[config.mk]
export PLATFORM = sky130hd
export DESIGN_NAME = adc_mode_config_port
export DESIGN_NICKNAME = d
export VERILOG_FILES = /design/src/design/adc_cfg_pkg.sv /design/src/design/cfg_pin_sync.sv /design/src/design/adc_mode_config_port.sv
export VERILOG_INCLUDE_DIRS = /design/src /design/src/design
export SDC_FILE = /design/constraint.sdc
export NUM_CORES = 1
export LEC_CHECK = 0
export BUFFER_PORTS_ARGS = -buffer_cell sky130_fd_sc_hd__buf_2
export CELL_PAD_IN_SITES_DETAIL_PLACEMENT = 1
export CELL_PAD_IN_SITES_GLOBAL_PLACEMENT = 1
export CORE_MARGIN = 1.5
export CORE_UTILIZATION = 30
export CTS_CLUSTER_SIZE = 14
export DETAILED_ROUTE_END_ITERATION = 10
export PLACE_DENSITY_LB_ADDON = 0.1
export RECOVER_POWER = 25
export SETUP_SLACK_MARGIN = 0.5
export SYNTH_ARGS = -nofsm -noshare
export SYNTH_HDL_FRONTEND = slang
export SYNTH_SLANG_ARGS = --single-unit
[constraint.sdc]
create_clock -name ref_clk_i -period 1.96 [get_ports ref_clk_i]
set_input_delay 0.392 -clock ref_clk_i [delete_from_list [all_inputs] [get_ports ref_clk_i]]
set_output_delay 0.392 -clock ref_clk_i [all_outputs]
set_load 0.005 [all_outputs]
[src/design/adc_cfg_defs.svh]
// Purpose: Offsets, field positions, reset values and counts for the mode configuration port.
// Assumes: Included by bare name from the design files.
// Notes:   Definitions only; no logic lives here.
`ifndef ADC_CFG_DEFS_SVH
`define ADC_CFG_DEFS_SVH

// ============================================================
// Register addresses (seven-bit address field)
// ============================================================
`define ADC_CFG_ADDR_SW_RESET     7'h00
`define ADC_CFG_ADDR_POWER_DOWN   7'h01
`define ADC_CFG_ADDR_OUT_TIMING   7'h02

// ============================================================
// Reset values and field positions
// ============================================================
`define ADC_CFG_REG_RESET         8'h00
`define ADC_CFG_SW_RESET_BIT      7
`define ADC_CFG_PWR_SEL_MSB       1
`define ADC_CFG_PWR_SEL_LSB       0
`define ADC_CFG_DCS_BIT           0
`define ADC_CFG_PHASE_MSB         2
`define ADC_CFG_PHASE_LSB         1
`define ADC_CFG_CLK_INV_BIT       3

// ============================================================
// Serial word layout and counts
// ============================================================
`define ADC_CFG_WORD_BITS         5'h10
`define ADC_CFG_HDR_BITS          5'h08
`define ADC_CFG_RNW_POS           15
`define ADC_CFG_ADDR_MSB          14
`define ADC_CFG_ADDR_LSB          8

// ============================================================
// Power state and output mode codes
// ============================================================
`define ADC_CFG_PWR_NORMAL        2'h0
`define ADC_CFG_PWR_NAP           2'h1
`define ADC_CFG_PWR_SLEEP         2'h3
`define ADC_CFG_OUT_CMOS_FULL     2'h0
`define ADC_CFG_OUT_LVDS_DDR      2'h1

`endif

[src/design/adc_cfg_pkg.sv]
// Purpose: Types shared by the mode configuration port.
// Assumes: Used only through scoped names.
// Notes:   Constants live in the defs header.
package adc_cfg_pkg;

    // ============================================================
    // Serial engine states
    // ============================================================
    // Idle waits for a select fall; shift collects the word.
    typedef enum logic {
        SER_IDLE,
        SER_SHIFT
    } ser_state_t;

endpackage

[src/design/cfg_pin_sync.sv]
// Purpose: Two-flop synchroniser for a group of pin inputs.
// Assumes: Inputs are asynchronous to clk_i; each bit is a level.
// Notes:   The first stage feeds only the second stage.
`timescale 1ns/1ps

module cfg_pin_sync #(
    parameter int WIDTH = 4
) (
    input  wire logic             clk_i,
    input  wire logic             rst_i,
    input  wire logic             ce_i,
    input  wire logic [WIDTH-1:0] d_i,
    output logic      [WIDTH-1:0] q_o
);

    // ============================================================
    // Synchroniser stages
    // ============================================================
    logic [WIDTH-1:0] meta_r;   // First stage, may go metastable.
    logic [WIDTH-1:0] meta_nxt; // Next value of the first stage.
    logic [WIDTH-1:0] q_nxt;    // Next value of the second stage.

    // Next values follow the pins while enabled, else hold.
    always_comb begin
        meta_nxt = ce_i ? d_i : meta_r;
        q_nxt    = ce_i ? meta_r : q_o;
    end

    // Registers only; reset loads zero so no pin reaches a reset path.
    always_ff @(posedge clk_i) begin
        if (rst_i) begin
            meta_r <= '0;
            q_o    <= '0;
        end else begin
            meta_r <= meta_nxt;
            q_o    <= q_nxt;
        end
    end

endmodule // cfg_pin_sync

[src/design/adc_mode_config_port.sv]
// Purpose: Mode configuration port of a converter, pin-strapped or serial.
// Assumes: ref_clk_i is much faster than the serial clock; all pins are asynchronous.
// Notes:   Serial clock edges are found by oversampling, so its rate must stay well below ref_clk_i / 4.
//          Registers 03h and 04h are held elsewhere.
//          A mode change in mid-frame drops the frame.
`timescale 1ns/1ps
`include "adc_cfg_defs.svh"

// Overview of operation
// - Mode select high: pins are static mode bits.
// - Parallel: chip select drives stabilizer enable.
// - Parallel: SCK picks CMOS or DDR LVDS output.
// - Parallel: SDI high selects sleep mode.
// - Mode select low: pins form serial port.
// - Select fall starts; first 16 rises sampled.
// - Word: read flag, 7-bit address, 8 data.
// - Write flag stores data at address.
// - Read flag returns addressed register on SDO.
// - Read leaves register unchanged, ignores SDI data.
// - SDO open drain: drives low only.
// - Reset bit clears every mode register.
// - Reset bit self-clears after its write.
// - Reset register write-only; low bits ignored.
// - Phase field delays output clock 0-135 degrees.
// - Timing bit 0 enables duty cycle stabilizer.
// - Invert bit flips output clock polarity.
module adc_mode_config_port (
    input  wire logic       ref_clk_i,                      // System clock, 125 MHz.
    input  wire logic       sys_rst_i,                      // Synchronous reset, active high.
    input  wire logic       clk_en_i,                       // Freezes all state while low.
    input  wire logic       programming_mode_select_i,      // High: parallel straps, low: serial.
    input  wire logic       cs_n_i,                         // Chip select pin, active low in serial mode.
    input  wire logic       sck_i,                          // Serial clock pin.
    input  wire logic       sdi_i,                          // Serial data in pin.
    input  wire logic       sdo_i,                          // Level seen on the shared data out wire.
    output logic            sdo_o,                          // Value driven on data out, always zero.
    output logic            sdo_oe_o,                       // High while pulling data out low.
    output logic            duty_cycle_stabilizer_enable_o, // Stabilizer on when high.
    output logic [1:0]      output_clock_phase_select_o,    // Output clock delay code.
    output logic            output_clock_invert_o,          // Output clock polarity flip.
    output logic [1:0]      power_state_select_o,           // Power state code.
    output logic [1:0]      output_mode_o                   // Output mode code, CMOS or LVDS.
);

    // ============================================================
    // Pin synchronisation
    // ============================================================
    logic [3:0] pins_s;   // Synchronised {mode, select, sck, sdi}.
    logic       mode_s;   // Synchronised programming mode select.
    logic       cs_n_s;   // Synchronised chip select.
    logic       sck_s;    // Synchronised serial clock.
    logic       sdi_s;    // Synchronised serial data.

    logic       sdo_seen; // Wire level is only informative here.

    // All four pins cross with two flops before any logic reads them.
    cfg_pin_sync #(
        .WIDTH (4)
    ) u_pin_sync (
        .clk_i (ref_clk_i),
        .rst_i (sys_rst_i),
        .ce_i  (clk_en_i),
        .d_i   ({programming_mode_select_i, cs_n_i, sck_i, sdi_i}),
        .q_o   (pins_s)
    );

    // Unpack the synchronised group.
    always_comb begin
        mode_s   = pins_s[3];
        cs_n_s   = pins_s[2];
        sck_s    = pins_s[1];
        sdi_s    = pins_s[0];

        sdo_seen = sdo_i;
    end

    // ============================================================
    // State
    // ============================================================
    // Frame engine.
    adc_cfg_pkg::ser_state_t state_r, state_nxt; // Serial engine state.
    logic [4:0]  cnt_r, cnt_nxt;         // Rising edges sampled in this frame.
    logic [15:0] sh_r, sh_nxt;           // Incoming word, first bit ends in the MSB.
    logic        rnw_r, rnw_nxt;         // Read flag of the current frame.
    logic [7:0]  rd_r, rd_nxt;           // Read data still to be shifted out.
    logic        sck_d_r, sck_d_nxt;     // Previous serial clock sample, for edges.
    logic        cs_d_r, cs_d_nxt;       // Previous select sample, for the start edge.

    // Stored fields.
    logic [1:0]  pwr_r, pwr_nxt;         // Power-down register, used bits only.
    logic [3:0]  tim_r, tim_nxt;         // Timing register, used bits only.

    // Next outputs.
    logic        oe_nxt;                 // Next data out enable.
    logic        dcs_nxt;                // Next stabilizer enable output.
    logic [1:0]  phase_nxt;              // Next phase output.
    logic        inv_nxt;                // Next invert output.
    logic [1:0]  pstate_nxt;             // Next power state output.
    logic [1:0]  omode_nxt;              // Next output mode output.

    // Link edges.
    logic        sck_rise;               // Serial clock rose this cycle.
    logic        sck_fall;               // Serial clock fell this cycle.

    // Read-back value of an address; unmapped and write-only ones read zero.
    function automatic logic [7:0] reg_read(input logic [6:0] addr,
                                            input logic [1:0] pwr,
                                            input logic [3:0] tim);
        logic [7:0] val;

        val = `ADC_CFG_REG_RESET;
        if (addr == `ADC_CFG_ADDR_POWER_DOWN) begin
            val[`ADC_CFG_PWR_SEL_MSB:`ADC_CFG_PWR_SEL_LSB] = pwr;
        end else if (addr == `ADC_CFG_ADDR_OUT_TIMING) begin
            val[3:0] = tim;
        end

        return val;
    endfunction

    // ============================================================
    // Serial engine and register file
    // ============================================================
    // Read bits change on falls, so they settle before the next rise.
    // Next-state logic for the frame, the registers and the data out enable.
    always_comb begin
        state_nxt = state_r;
        cnt_nxt   = cnt_r;
        sh_nxt    = sh_r;
        rnw_nxt   = rnw_r;
        rd_nxt    = rd_r;
        pwr_nxt   = pwr_r;
        tim_nxt   = tim_r;
        oe_nxt    = sdo_oe_o;
        sck_d_nxt = sck_s;
        cs_d_nxt  = cs_n_s;

        sck_rise  = sck_s & ~sck_d_r;
        sck_fall  = ~sck_s & sck_d_r;

        if (mode_s) begin
            state_nxt = adc_cfg_pkg::SER_IDLE;
            cnt_nxt   = '0;
            oe_nxt    = 1'b0;
        end else begin
            unique case (state_r)
                adc_cfg_pkg::SER_IDLE: begin
                    if (!cs_n_s && cs_d_r) begin
                        state_nxt = adc_cfg_pkg::SER_SHIFT;
                        cnt_nxt   = '0;
                        rnw_nxt   = 1'b0;
                    end
                end

                adc_cfg_pkg::SER_SHIFT: begin
                    if (cs_n_s) begin
                        // Frame ends; the line is always released here.
                        state_nxt = adc_cfg_pkg::SER_IDLE;
                        oe_nxt    = 1'b0;
                        if (cnt_r == `ADC_CFG_WORD_BITS && !sh_r[`ADC_CFG_RNW_POS]) begin
                            unique case (sh_r[`ADC_CFG_ADDR_MSB:`ADC_CFG_ADDR_LSB])
                                `ADC_CFG_ADDR_SW_RESET: begin
                                    if (sh_r[`ADC_CFG_SW_RESET_BIT]) begin
                                        pwr_nxt = '0;
                                        tim_nxt = '0;
                                    end
                                end

                                `ADC_CFG_ADDR_POWER_DOWN: begin
                                    pwr_nxt = sh_r[`ADC_CFG_PWR_SEL_MSB:`ADC_CFG_PWR_SEL_LSB];
                                end

                                `ADC_CFG_ADDR_OUT_TIMING: begin
                                    tim_nxt = sh_r[3:0];
                                end

                                default: begin
                                    // Unmapped addresses accept and drop the data.
                                end
                            endcase
                        end
                    end else if (sck_rise && cnt_r < `ADC_CFG_WORD_BITS) begin
                        sh_nxt  = {sh_r[14:0], sdi_s};
                        cnt_nxt = cnt_r + 5'h01;

                        if (cnt_r == 5'h00) begin
                            rnw_nxt = sdi_s;
                        end

                        if (cnt_r == `ADC_CFG_HDR_BITS - 5'h01) begin
                            rd_nxt = reg_read({sh_r[5:0], sdi_s}, pwr_r, tim_r);
                        end
                    end else if (sck_fall && cnt_r >= `ADC_CFG_HDR_BITS) begin
                        if (cnt_r < `ADC_CFG_WORD_BITS) begin
                            oe_nxt = rnw_r & ~rd_r[7];
                            rd_nxt = {rd_r[6:0], 1'b0};
                        end else begin
                            oe_nxt = 1'b0;
                        end
                    end
                end
            endcase
        end
    end

    // ============================================================
    // Mode outputs
    // ============================================================
    // Outputs come from pins in parallel mode (phase and invert zero) and from registers otherwise (output mode fixed at CMOS).
    always_comb begin
        if (mode_s) begin
            dcs_nxt    = cs_n_s;

            omode_nxt  = sck_s ? `ADC_CFG_OUT_LVDS_DDR : `ADC_CFG_OUT_CMOS_FULL;

            pstate_nxt = sdi_s ? `ADC_CFG_PWR_SLEEP : `ADC_CFG_PWR_NORMAL;

            phase_nxt  = 2'h0;
            inv_nxt    = 1'b0;
        end else begin
            dcs_nxt    = tim_nxt[`ADC_CFG_DCS_BIT];

            phase_nxt  = tim_nxt[`ADC_CFG_PHASE_MSB:`ADC_CFG_PHASE_LSB];

            inv_nxt    = tim_nxt[`ADC_CFG_CLK_INV_BIT];

            pstate_nxt = pwr_nxt;

            // Output mode lives in a register not held by this block.
            omode_nxt  = `ADC_CFG_OUT_CMOS_FULL;
        end
    end

    // Registers only; the clock enable freezes every one of them.
    // The data out value itself is always zero.
    always_ff @(posedge ref_clk_i) begin
        if (sys_rst_i) begin
            state_r                        <= adc_cfg_pkg::SER_IDLE;
            cnt_r                          <= '0;
            sh_r                           <= '0;
            rnw_r                          <= 1'b0;
            rd_r                           <= '0;
            sck_d_r                        <= 1'b0;
            // Low as the sync resets low: no false fall.
            cs_d_r                         <= 1'b0;
            pwr_r                          <= '0;
            tim_r                          <= '0;

            sdo_o                          <= 1'b0;
            sdo_oe_o                       <= 1'b0;
            duty_cycle_stabilizer_enable_o <= 1'b0;
            output_clock_phase_select_o    <= 2'h0;
            output_clock_invert_o          <= 1'b0;
            power_state_select_o           <= `ADC_CFG_PWR_NORMAL;
            output_mode_o                  <= `ADC_CFG_OUT_CMOS_FULL;
        end else if (clk_en_i) begin
            state_r                        <= state_nxt;
            cnt_r                          <= cnt_nxt;
            sh_r                           <= sh_nxt;
            rnw_r                          <= rnw_nxt;
            rd_r                           <= rd_nxt;
            sck_d_r                        <= sck_d_nxt;
            cs_d_r                         <= cs_d_nxt;
            pwr_r                          <= pwr_nxt;
            tim_r                          <= tim_nxt;

            sdo_o                          <= 1'b0;
            sdo_oe_o                       <= oe_nxt;
            duty_cycle_stabilizer_enable_o <= dcs_nxt;
            output_clock_phase_select_o    <= phase_nxt;
            output_clock_invert_o          <= inv_nxt;
            power_state_select_o           <= pstate_nxt;
            output_mode_o                  <= omode_nxt;
        end
    end

endmodule // adc_mode_config_port

**Word level (Yosys, flattened, before mapping)**

Cells that the tools add are included.

- Flip-flop bits (word level): 56
- Input bits: 8
- Word-level logic and storage cells: 107

- Add/sub/neg operators: 1
- $lt $le $gt $ge: 2
- Eq/ne operators: 15
- Mux-type cells: 46
- Bitwise logic cells: 9
- Reduce and logical (&&, ||, !) cells: 17

Operator list:

| cell | number |
|---|---|
| $mux 8 | 4 |
| $mux 4 | 6 |
| $mux 2 | 10 |
| $mux 5 | 4 |
| $mux 1 | 17 |
| $eq 7x1->1 const B | 2 |
| $eq 7x2->1 const B | 2 |
| $pmux 5 s2 | 1 |
| $pmux 4 s2 | 1 |
| $reduce_and 4->1 | 2 |
| $logic_not 7->1 | 1 |
| $reduce_and 7->1 | 1 |
| $ne 2x1->1 const B | 3 |
| $ne 3x1->1 const B | 2 |
| $ne 3x2->1 const B | 2 |
| $not 1->1 | 6 |
| $reduce_and 6->1 | 1 |
| $reduce_bool 2->1 | 3 |
| $add 5x1->5 const B | 1 |
| $eq 5x3->1 const B | 1 |
| $eq 5x5->1 const B | 1 |
| $ge 5x4->1 const B | 1 |
| $logic_not 5->1 | 1 |
| $lt 5x5->1 const B | 1 |
| other kinds (8) | 16 |

**Logic depth before layout (Yosys ltp)**

Gate-level depths: netlist of run 1.

- Depth after elaboration: 8
- Depth in mapped cells: 7
- Depth with buffers taken out: 7

**Modules after synthesis**

A second synthesis of run 1 with hierarchy kept.

- Cell total of the unflattened synthesis: 308
- Area, all modules: 2620.0 µm²

Modules (own cells, without submodules):

| module | times used | cells an instance | area each (µm²) | seq. area each (µm²) |
|---|---|---|---|---|
| adc_mode_config_port | 1 | 282 | 2334.7 | 940.9 |
| cfg_pin_sync | 1 | 26 | 285.3 | 160.2 |

**Least setup slack after synthesis of run 1**

No wires, ideal clock.

- Path type: register -> register
- Start: register cnt_r[0]
- End: register output_clock_invert_o
- Arrival time: 1.423 ns
- Data required time: 1.828 ns
- Slack: 0.405 ns
- Stages on the path, launching flop included: 8
- Buffers on the path: 0
- Period minus slack after synthesis: 1.555 ns
- Path through: dfxtp_1 -> inv_1 -> ha_1 -> nor3b_2 -> nand4_4 -> or2_1 -> a32oi_1 -> a21oi_1

- Cells in the longest elaborated chain, start to end: 7

Ends and longest elaborated chain:

| what | line | RTL |
|---|---|---|
| start: declaration | adc_mode_config_port.sv:82 | `logic [4:0] cnt_r, cnt_nxt;` |
| start signal: assignment | adc_mode_config_port.sv:258 | `cnt_r <= cnt_nxt;` |
| $eq 5x5->1 (no source line) | - |  |
| $logic_and 1x1->1 | adc_mode_config_port.sv:160 | `` if (cnt_r == `ADC_CFG_WORD_BITS && !sh_r[`ADC_CFG_RNW_POS]) begin `` |
| $mux 4 | adc_mode_config_port.sv:160 |  |
| $mux 4 | adc_mode_config_port.sv:156 | `if (cs_n_s) begin` |
| $mux 4 | adc_mode_config_port.sv:146 | `unique case (state_r)` |
| $mux 4 | adc_mode_config_port.sv:141 | `if (mode_s) begin` |
| $mux 1 | adc_mode_config_port.sv:211 | `if (mode_s) begin` |
| end signal: assignment | adc_mode_config_port.sv:271 | `output_clock_invert_o <= inv_nxt;` |
| end: declaration | adc_mode_config_port.sv:40 | `output logic output_clock_invert_o,` |

No other way between the ends.
A chain may end at the register's enable or synchronous reset.

**Final worst setup path of run 1**

- Start: register cnt_r[0]
- End: register tim_r[2]

- Cells in the longest elaborated chain, start to end: 6

Ends and longest elaborated chain:

| what | line | RTL |
|---|---|---|
| $eq 5x5->1 (no source line) | - |  |
| $logic_and 1x1->1 | adc_mode_config_port.sv:160 |  |
| $mux 4 | adc_mode_config_port.sv:160 |  |
| $mux 4 | adc_mode_config_port.sv:156 |  |
| $mux 4 | adc_mode_config_port.sv:146 |  |
| $mux 4 | adc_mode_config_port.sv:141 |  |
| end signal: assignment | adc_mode_config_port.sv:265 | `tim_r <= tim_nxt;` |
| end: declaration | adc_mode_config_port.sv:91 | `logic [3:0] tim_r, tim_nxt;` |

No other way between the ends.

==> flow_summary.toml, run 1 <==
[clocking]
path_clk_slew_ns = 0.10
cts_max_path_buffers = 2
ctsRootBufferMaster = "clkbuf_8"
cts_made_buffers = 5
cts.sinks = 55
holdBufCountCts = 0
cts_max_level = 2
cts_tree = "built"
clock_latency_ns = 0.31

[grt]
antenna_found_initial = 0
grt-ovfl-total = 0
track_usage_pct = 15.0
grt_pass1_vias = 1972
grt_pass1_wl_um = 10300
grt_start_max_net_pins = 22

[cells_and_area]
final_common_cell = "nor2_1"
drive_above_1_share_pct = 21.5
layout_common_cells = "49 x nor2_1, 48 x dfxtp_1, 27 x mux2i_1"
diodes = 0
syn2layout_area_growth_pct = 15.8
final_nets = 297
fillCellCount = 946
final_cells = 393

[critical_path]
crit_path_start_kind = "register"
reg2regPathDepth = 7
endpoint_kind = "register"
critPathMaxFanout = 5
required_ns = 2.14
crit_arrival_ns = 1.90
critPathKind = "reg -> reg"

[route]
drt_iter0_drc = 64
vias = 1950
drc = 0
ant_nets = 0
totalWireLength_um = 6080
viasPerCell = 4.96
routedWlPerCell_um = 15.5
dr.pass1.iters = 4

[yosys]
yosys.area.top_type = "dfxtp_1"
avgSynthCellArea_um2 = 9.35
synthFlopType = "dfxtp_1"
synth-seq-cells = 55
synth_warnings = 0
synth_edf_count = 0
synthTopCellsByArea = "dfxtp_1 44%, mux2i_1 11%, nor2_1 7.5%, a21oi_1 2.8%, nand3_1 2.0%"
synth-async-reset-ratio_pct = 0
netlist_area_mm2 = 0.00250
ys_types = 55
synth_top_area_share_pct = 44.1
seq_area_frac_synth_pct = 44.1
syn_inst = 267

[sta]
setup-violations-final = 0
hold_viol = 0
fin_crit_ns = 1.72
slew_viol_final = 0
clock_skew_ns = 0.00684
rsz0062_at_grt = "true"
max_freq_mhz = 582
hold_ws_ns = 0.323
period_share_pct = 87.7
fin_setup_tns_ns = 0

[floorplanning]
fp.coreArea_mm2 = 0.00813
start_util_pct = 30.7
die_h_um = 94.2
die_width_um = 94.2
ioPinCount = 18
rows = 33
die-area_mm2 = 0.00888

[pwr]
combPwrFrac_pct = 6.3
ir_drop_mv = 0.262
p_leak_nw = 1.14
internal-power_w = 0.00142
switchingPower_w = 0.000450
power_w = 0.00187
swShare_pct = 24.0
pwr-share-clk_pct = 33.0
p_per_area_mw_per_mm2 = 647
pwr-share-seq_pct = 60.7

[placed_design]
place_inst = 378
io_buffer_count = 14
dp_hpwl_um = 4330
place_congestion = 0.762

[hold_path]
holdPathStages = 3
hold_path.class = "in -> reg"

[flow_run]
max-cap-violations = 0

[outcome]
status = "finished clean"
==> worst max-delay path, cell delays in order (launching register included) <==
cell     delay [ns]
dfxtp_2        0.34
inv_2          0.08
ha_4           0.12
nor3b_4        0.30
nand4_4        0.19
o31a_2         0.35
a21oi_1        0.13
a21oi_1        0.08
==> flip-flops by register name, indices dropped and copies added (netlist names) <==
| signal | count |
|---|---|
| cnt_r | 5 |
| cs_d_r | 1 |
| duty_cycle_stabilizer_enable_o | 1 |
| output_clock_invert_o | 1 |
| output_clock_phase_select_o | 2 |
| output_mode_o | 1 |
| power_state_select_o | 2 |
| pwr_r | 2 |
| rd_r | 8 |
| rnw_r | 1 |
| sck_d_r | 1 |
| sdo_oe_o | 1 |
| sh_r | 16 |
| state_r | 1 |
| tim_r | 4 |
| u_pin_sync.meta_r | 4 |
| u_pin_sync.q_o | 4 |
==> through the flow <==
stage                     util (%)  setup WS (ns)  cell area (µm²)
after floorplan                  -          0.463             2520
after global placement        32.9          0.214             2680
after detailed placement      32.9          0.192             2680
after CTS                     34.9          0.235             2840
after global routing          35.5          0.147             2890
final                         35.5          0.242             2890
==> cell usage after synthesis (all sizes together), types with 3 or more instances <==
master,n
nand3b,3
dfxtp,55
clkbuf,5
nor3,6
a21oi,14
o21ai,6
a22o,4
nand3,10
nor2,53
buf,11
a32oi,3
xnor2,3
nand2b,4
inv,6
mux2i,28
a22oi,4
nand2,13
a211oi,5
nor2b,3
==> per-layer routing <==
layer / share of wire, % / GRT usage, % / up-vias / wire length [µm]
met4: 0.84 / 4.10 / 0 / 51
met5: 0 / 0 / - / 0
li1: - / - / 984 / -
met3: 2.2 / 3.24 / 5 / 132
met1: 50 / 20.3 / 947 / 3050
met2: 47 / 24.0 / 14 / 2850
==> repair_timing <==
action | CTS | global route
gates resized for setup | 12 | 7
pin swaps | 8 | 3
gates cloned | 0 | 1
setup endpoints to repair | 43 | 43
hold endpoints to repair | 0 | 0
setup buffers | 5 | 1
==> layout make-up <==
| class | count | area (µm²) | area share, % |
|---|---|---|---|
| sequential | 55 | 1110 | 38.6 |
| clock buffer | 7 | 76.3 | 2.64 |
| clock inverter | 1 | 5.00 | 0.173 |
| timing repair buffer | 27 | 181 | 6.27 |
| tap | 105 | 131 | 4.54 |
| inverter | 6 | 22.5 | 0.779 |
| multi-input combinational | 192 | 1360 | 47.0 |
==> power by group through the flow <==
stage	clock (W)	sequential [W]	combinational, W
after detailed placement	0	0.00117	0.000112
final	0.000617	0.00114	0.000118
after CTS	0.000650	0.00114	0.000114
after global routing	0.000712	0.00114	0.000132
after floorplan	0	0.00116	0.0000815
after global placement	0	0.00117	0.000111
==> kinds of logic after synthesis <==
kind of cell / count (synthesis) / synth area share (%)
and+or+nand+nor: 110 / 24.5
buffers and inverters: 22 / 4.86
xor gates and xnor gates: 3 / 1.05
DFF: 55 / 44.1
muxes: 28 / 11.2
other: 1 / 0.150
adders and majority gates: 2 / 1.00
AOI/OAI and AO/OA: 46 / 13.1
==> final timing paths <==
check	to	from	slack [ns]
worst min register to register	rd_r[7]	rd_r[7]	0.46
worst min-delay path	u_pin_sync.meta_r[3]	programming_mode_select_i	0.32
worst max-delay path	tim_r[2]	cnt_r[0]	0.24
worst max register to register	tim_r[2]	cnt_r[0]	0.24
Note: power is estimated with default switching activity, not from simulation.
==> inputs of run 2 (changes only) <==
- CELL_PAD_IN_SITES_DETAIL_PLACEMENT: 1 -> 0
- CELL_PAD_IN_SITES_GLOBAL_PLACEMENT: 1 -> 2
- clock period: 1.96 -> 2.1 ns (I/O delays scaled with it)
==> run 2 against run 1 <==
Non-clock buffer count grew 4. Design area up 2.0%. Power down 6.5%.
==> flow_summary.toml, run 2 (synthesized netlist as in run 1, its figures left out) <==
[pwr]
pwr-share-clk_pct = 33.3
p_leak_nw = 1.18
combPwrFrac_pct = 5.9
switchingPower_w = 0.000424
p_per_area_mw_per_mm2 = 594
pwr-share-seq_pct = 60.8
ir_drop_mv = 0.205
internal-power_w = 0.00133
swShare_pct = 24.2

[sta]
rsz0062_at_grt = "true"
worst_slew_pin_slew_ns = 1.01
slew_viol_final = 0
setup-violations-final = 0
clock_skew_ns = 0.00644
max_freq_mhz = 586
relSlewSlack_pct = 32.5
fin_crit_ns = 1.71
fin_setup_tns_ns = 0
hold_viol = 0
period_share_pct = 81.2

[route]
totalWireLength_um = 6110
routedWlPerCell_um = 15.4
ant_nets = 0
drt_iter0_drc = 95
drc = 0
dr.pass1.iters = 4
vias = 1955
viasPerCell = 4.92

[grt]
grt_pass1_vias = 1908
track_usage_pct = 14.6
grt-ovfl-total = 0
antenna_found_initial = 0
grt_start_max_net_pins = 32
grt_pass1_wl_um = 9940

[hold_path]
hold_path.class = "in -> reg"

[cells_and_area]
largest_reg_flops = 16
final_common_cell = "nor2_1"
regMostFlops = "sh_r"
fillCellCount = 861
drive_above_1_share_pct = 24.3
final_cells = 397
diodes = 0
layout_common_cells = "49 x nor2_1, 48 x dfxtp_1, 27 x mux2i_1"
syn2layout_area_growth_pct = 18.1
top_regs = "sh_r (16), rd_r (8), cnt_r (5)"
final_nets = 301

[clocking]
cts_made_buffers = 5
path_clk_slew_ns = 0.10
ctsRootBufferMaster = "clkbuf_8"
cts.sinks = 55
clock_latency_ns = 0.31
holdBufCountCts = 0
cts_max_path_buffers = 2
cts_max_level = 2
cts_tree = "built"

[critical_path]
path_buf_inv = 2
cpMaxStageDelayCell = "clkbuf_1"
cpPeakStageDelay_ns = 0.79
crit_chain = "buf_2, clkbuf_1, nand3_2, a22oi_2, nor2_1"
crit_path_start_kind = "primary input"
required_ns = 2.28
critical-path-top-delay-family = "buffers and inverters"
critPathMaxFanout = 15
crit_arrival_ns = 1.89
critPathKind = "in -> reg"
endpoint_kind = "register"
r2r_slack_ns = 0.40

[placed_design]
io_buffer_count = 14
place_inst = 379
place_congestion = 0.682
dp_hpwl_um = 4190

[floorplanning]
start_util_pct = 30.7
fp.coreArea_mm2 = 0.00813
ioPinCount = 18
die_h_um = 94.2
rows = 33
die-area_mm2 = 0.00888
die_width_um = 94.2

[outcome]
status = "finished clean"

[flow_run]
max-cap-violations = 0
[run 2: tightest hold or removal path, stage by stage]
cell and delay, ns:
buf_2 0.07, mux2i_1 0.05, nor2_1 0.07
[run 2: timing repair]
item | 4_1_cts | 5_1_grt
endpoints found under the setup margin | 33 | 34
gates cloned | 0 | 1
resized for setup | 15 | 21
buffers inserted | 2 | 7
pin swaps | 6 | 11
hold endpoints to repair | 0 | 0
[run 2: power groups by stage]
| stage | registers (W) | logic [W] | clock network [W] |
|---|---|---|---|
| 2_1_floorplan | 0.00108 | 0.0000747 | 0 |
| 3_3_place_gp | 0.00109 | 0.000100 | 0 |
| 3_5_place_dp | 0.00109 | 0.0000996 | 0 |
| 4_1_cts | 0.00106 | 0.000103 | 0.000615 |
| 5_1_grt | 0.00107 | 0.000118 | 0.000651 |
| 6_report | 0.00106 | 0.000104 | 0.000583 |
[run 2: area by class of cell]
cell class	instances	area (µm²)	share of cell area [%]
inverters	6	22.5	0.764
flip-flops and latches	55	1110	37.7
repair buffers	31	209	7.09
clock inverters	1	5.00	0.170
well taps	105	131	4.45
multi-input cells	192	1390	47.2
clock buffers	7	76.3	2.59
[run 2: through the flow]
stage | hold WS [ns] | utilization, % | instance area (µm²) | setup slack, ns | total power, W
floorplan | 0.428 | - | 2500 | 0.545 | 0.00116
global placement | 0.445 | 32.9 | 2680 | 0.250 | 0.00119
detailed placement | 0.445 | 32.9 | 2680 | 0.241 | 0.00119
CTS | 0.329 | 34.6 | 2820 | 0.334 | 0.00178
global route | 0.328 | 36.3 | 2950 | 0.219 | 0.00184
finish | 0.338 | 36.3 | 2950 | 0.395 | 0.00175
[run 2: path summary, 6_finish.rpt]
| kind | start | end | cells past startpoint |
|---|---|---|---|
| setup reg to reg | cnt_r[0] | output_clock_invert_o | 7 |
| setup / recovery | clk_en_i | pwr_r[0] | 5 |
| hold reg to reg | rd_r[4] | rd_r[4] | 2 |
| hold / removal | sck_i | u_pin_sync.meta_r[1] | 3 |
[run 2: metal layers]
metal | vias up | track usage (%) | wire length (µm)
met5 | - | 0 | 0
met4 | 0 | 4.48 | 64
met3 | 8 | 2.75 | 149
met2 | 20 | 23.0 | 2800
met1 | 939 | 19.9 | 3100
li1 | 988 | - | -
==> inputs of run 3 (changes only) <==
- clock period: 2.1 -> 1.5 ns (I/O delays scaled with it)
==> run 3 against run 2 <==
The flow now finishes with violations (negative setup slack). Design area is 8.8% higher. Register-to-register slack got worse by 0.58 ns. Global-route usage grew 0.40 points.
==> flow_summary.toml, run 3 (synthesized netlist as in run 1, its figures left out) <==
[grt]
grt_start_max_net_pins = 24
grt-ovfl-total = 0
track_usage_pct = 15.0
grt_pass1_vias = 2008
antenna_found_initial = 0
grt_pass1_wl_um = 10300

[outcome]
status = "complete, but fails checks"
violations = "negative setup slack"

[route]
totalWireLength_um = 6200
drt_iter0_drc = 64
vias = 2056
routedWlPerCell_um = 14.7
viasPerCell = 4.87
drc = 0
dr.pass1.iters = 4
ant_nets = 0

[sta]
setup-violations-final = 25
period_share_pct = 112
max_freq_mhz = 596
fin_crit_ns = 1.68
worst_slack_ns = -0.179
rsz0062_at_grt = "true"
hold_viol = 0
fin_setup_tns_ns = -2.57
slew_viol_final = 0
clock_skew_ns = 0.0100
hold_ws_ns = 0.218

[critical_path]
path_depth = 7
crit_path_start_kind = "register"
critical-path-top-delay-family = "simple AND/OR/NAND/NOR gates"
crit_chain = "inv_2, ha_4, nor3b_4, and4_2, nand2_1, a211oi_1, o21ai_0"
endpoint_kind = "register"
cpPeakStageDelay_ns = 0.35
critPathMaxFanout = 4
reg2regPathDepth = 7
path_buf_inv = 1
required_ns = 1.70
cpMaxStageDelayCell = "dfxtp_2"
crit_arrival_ns = 1.88
critPathKind = "reg -> reg"

[floorplanning]
start_util_pct = 30.7
die_width_um = 94.2
ioPinCount = 18
fp.coreArea_mm2 = 0.00813
die-area_mm2 = 0.00888
rows = 33
die_h_um = 94.2

[cells_and_area]
top_regs = "sh_r (16), rd_r (8), cnt_r (5)"
regMostFlops = "sh_r"
diodes = 0
largest_reg_flops = 16
final_common_cell = "nor2_1"
final_nets = 326
fillCellCount = 818
layout_common_cells = "46 x nor2_1, 40 x dfxtp_1, 33 x buf_4"
drive_above_1_share_pct = 34.1
syn2layout_area_growth_pct = 28.6
final_cells = 422

[clocking]
cts_max_level = 2
cts_max_path_buffers = 2
clock_latency_ns = 0.31
cts_made_buffers = 5
holdBufCountCts = 0
path_clk_slew_ns = 0.10
ctsRootBufferMaster = "clkbuf_8"
cts_tree = "built"
cts.sinks = 55

[pwr]
p_leak_nw = 1.33
ir_drop_mv = 0.441
p_per_area_mw_per_mm2 = 831

[hold_path]
holdPathStages = 3
hold_path.class = "in -> reg"

[placed_design]
io_buffer_count = 14
place_inst = 405
dp_hpwl_um = 4470
place_congestion = 0.713

[flow_run]
max-cap-violations = 0
[run 3: changes by cell type in the layout (fill, tap and decap cells not counted), moves of 3 or more]
cell | before | now
nor2_1 | 49 | 46
dfxtp_1 | 48 | 40
a22oi_2 | 3 | 0
clkbuf_1 | 4 | 1
a22oi_1 | 1 | 4
dfxtp_2 | 6 | 13
buf_4 | 14 | 33
buf_6 | 1 | 7
[run 3: timing repair]
item	CTS	global route
endpoints found under the setup margin	51	52
pin swaps	14	9
gates resized for setup	21	16
setup buffers	6	2
cloned	0	1
[run 3: final timing paths]
check	from	end	slack (ns)
min reg2reg	output_mode_o[0]	output_mode_o[0]	0.46
min	programming_mode_select_i	u_pin_sync.meta_r[3]	0.22
max reg2reg	cnt_r[0]	power_state_select_o[0]	-0.18
max	cnt_r[0]	power_state_select_o[0]	-0.18
[run 3: where the power goes]
part / switching [W] / internal, W
registers: 0.0000125 / 0.00147
clock network: 0.000512 / 0.000499
logic: 0.000105 / 0.0000665
[run 3: through the flow]
| stage | utilization (%) | power [W] | instance area, µm² | worst slack (ns) |
|---|---|---|---|---|
| 4_1_cts | 38.4 | 0.00270 | 3120 | -0.186 |
| 2_1_floorplan | - | 0.00163 | 2570 | 0.0108 |
| 3_5_place_dp | 35.7 | 0.00168 | 2910 | -0.190 |
| 6_report | 39.5 | 0.00267 | 3210 | -0.179 |
| 3_3_place_gp | 35.7 | 0.00168 | 2910 | -0.185 |
| 5_1_grt | 39.5 | 0.00278 | 3210 | -0.308 |
[run 3: final cells by class]
class	count	area (µm²)	area share, %
multi-input cells	192	1390	43.4
flip-flops and latches	55	1120	35.0
repair buffers	56	425	13.3
well taps	105	131	4.09
clock buffers	5	68.8	2.14
clock inverters	3	43.8	1.36
inverters	6	22.5	0.702
[run 3: metal layers]
layer / GRT usage, % / vias up / wire [µm] / share of wire [%]
met3: 2.67 / 2 / 129 / 2.1
li1: - / 1044 / - / -
met1: 20.9 / 991 / 3200 / 52
met5: 0 / - / 0 / 0
met2: 24.0 / 19 / 2830 / 46
met4: 2.99 / 0 / 34 / 0.55
[run 3: worst min-delay path, cell delays in order]
cell	delay (ns)
buf_2	0.07
mux2i_1	0.05
nor2_1	0.07
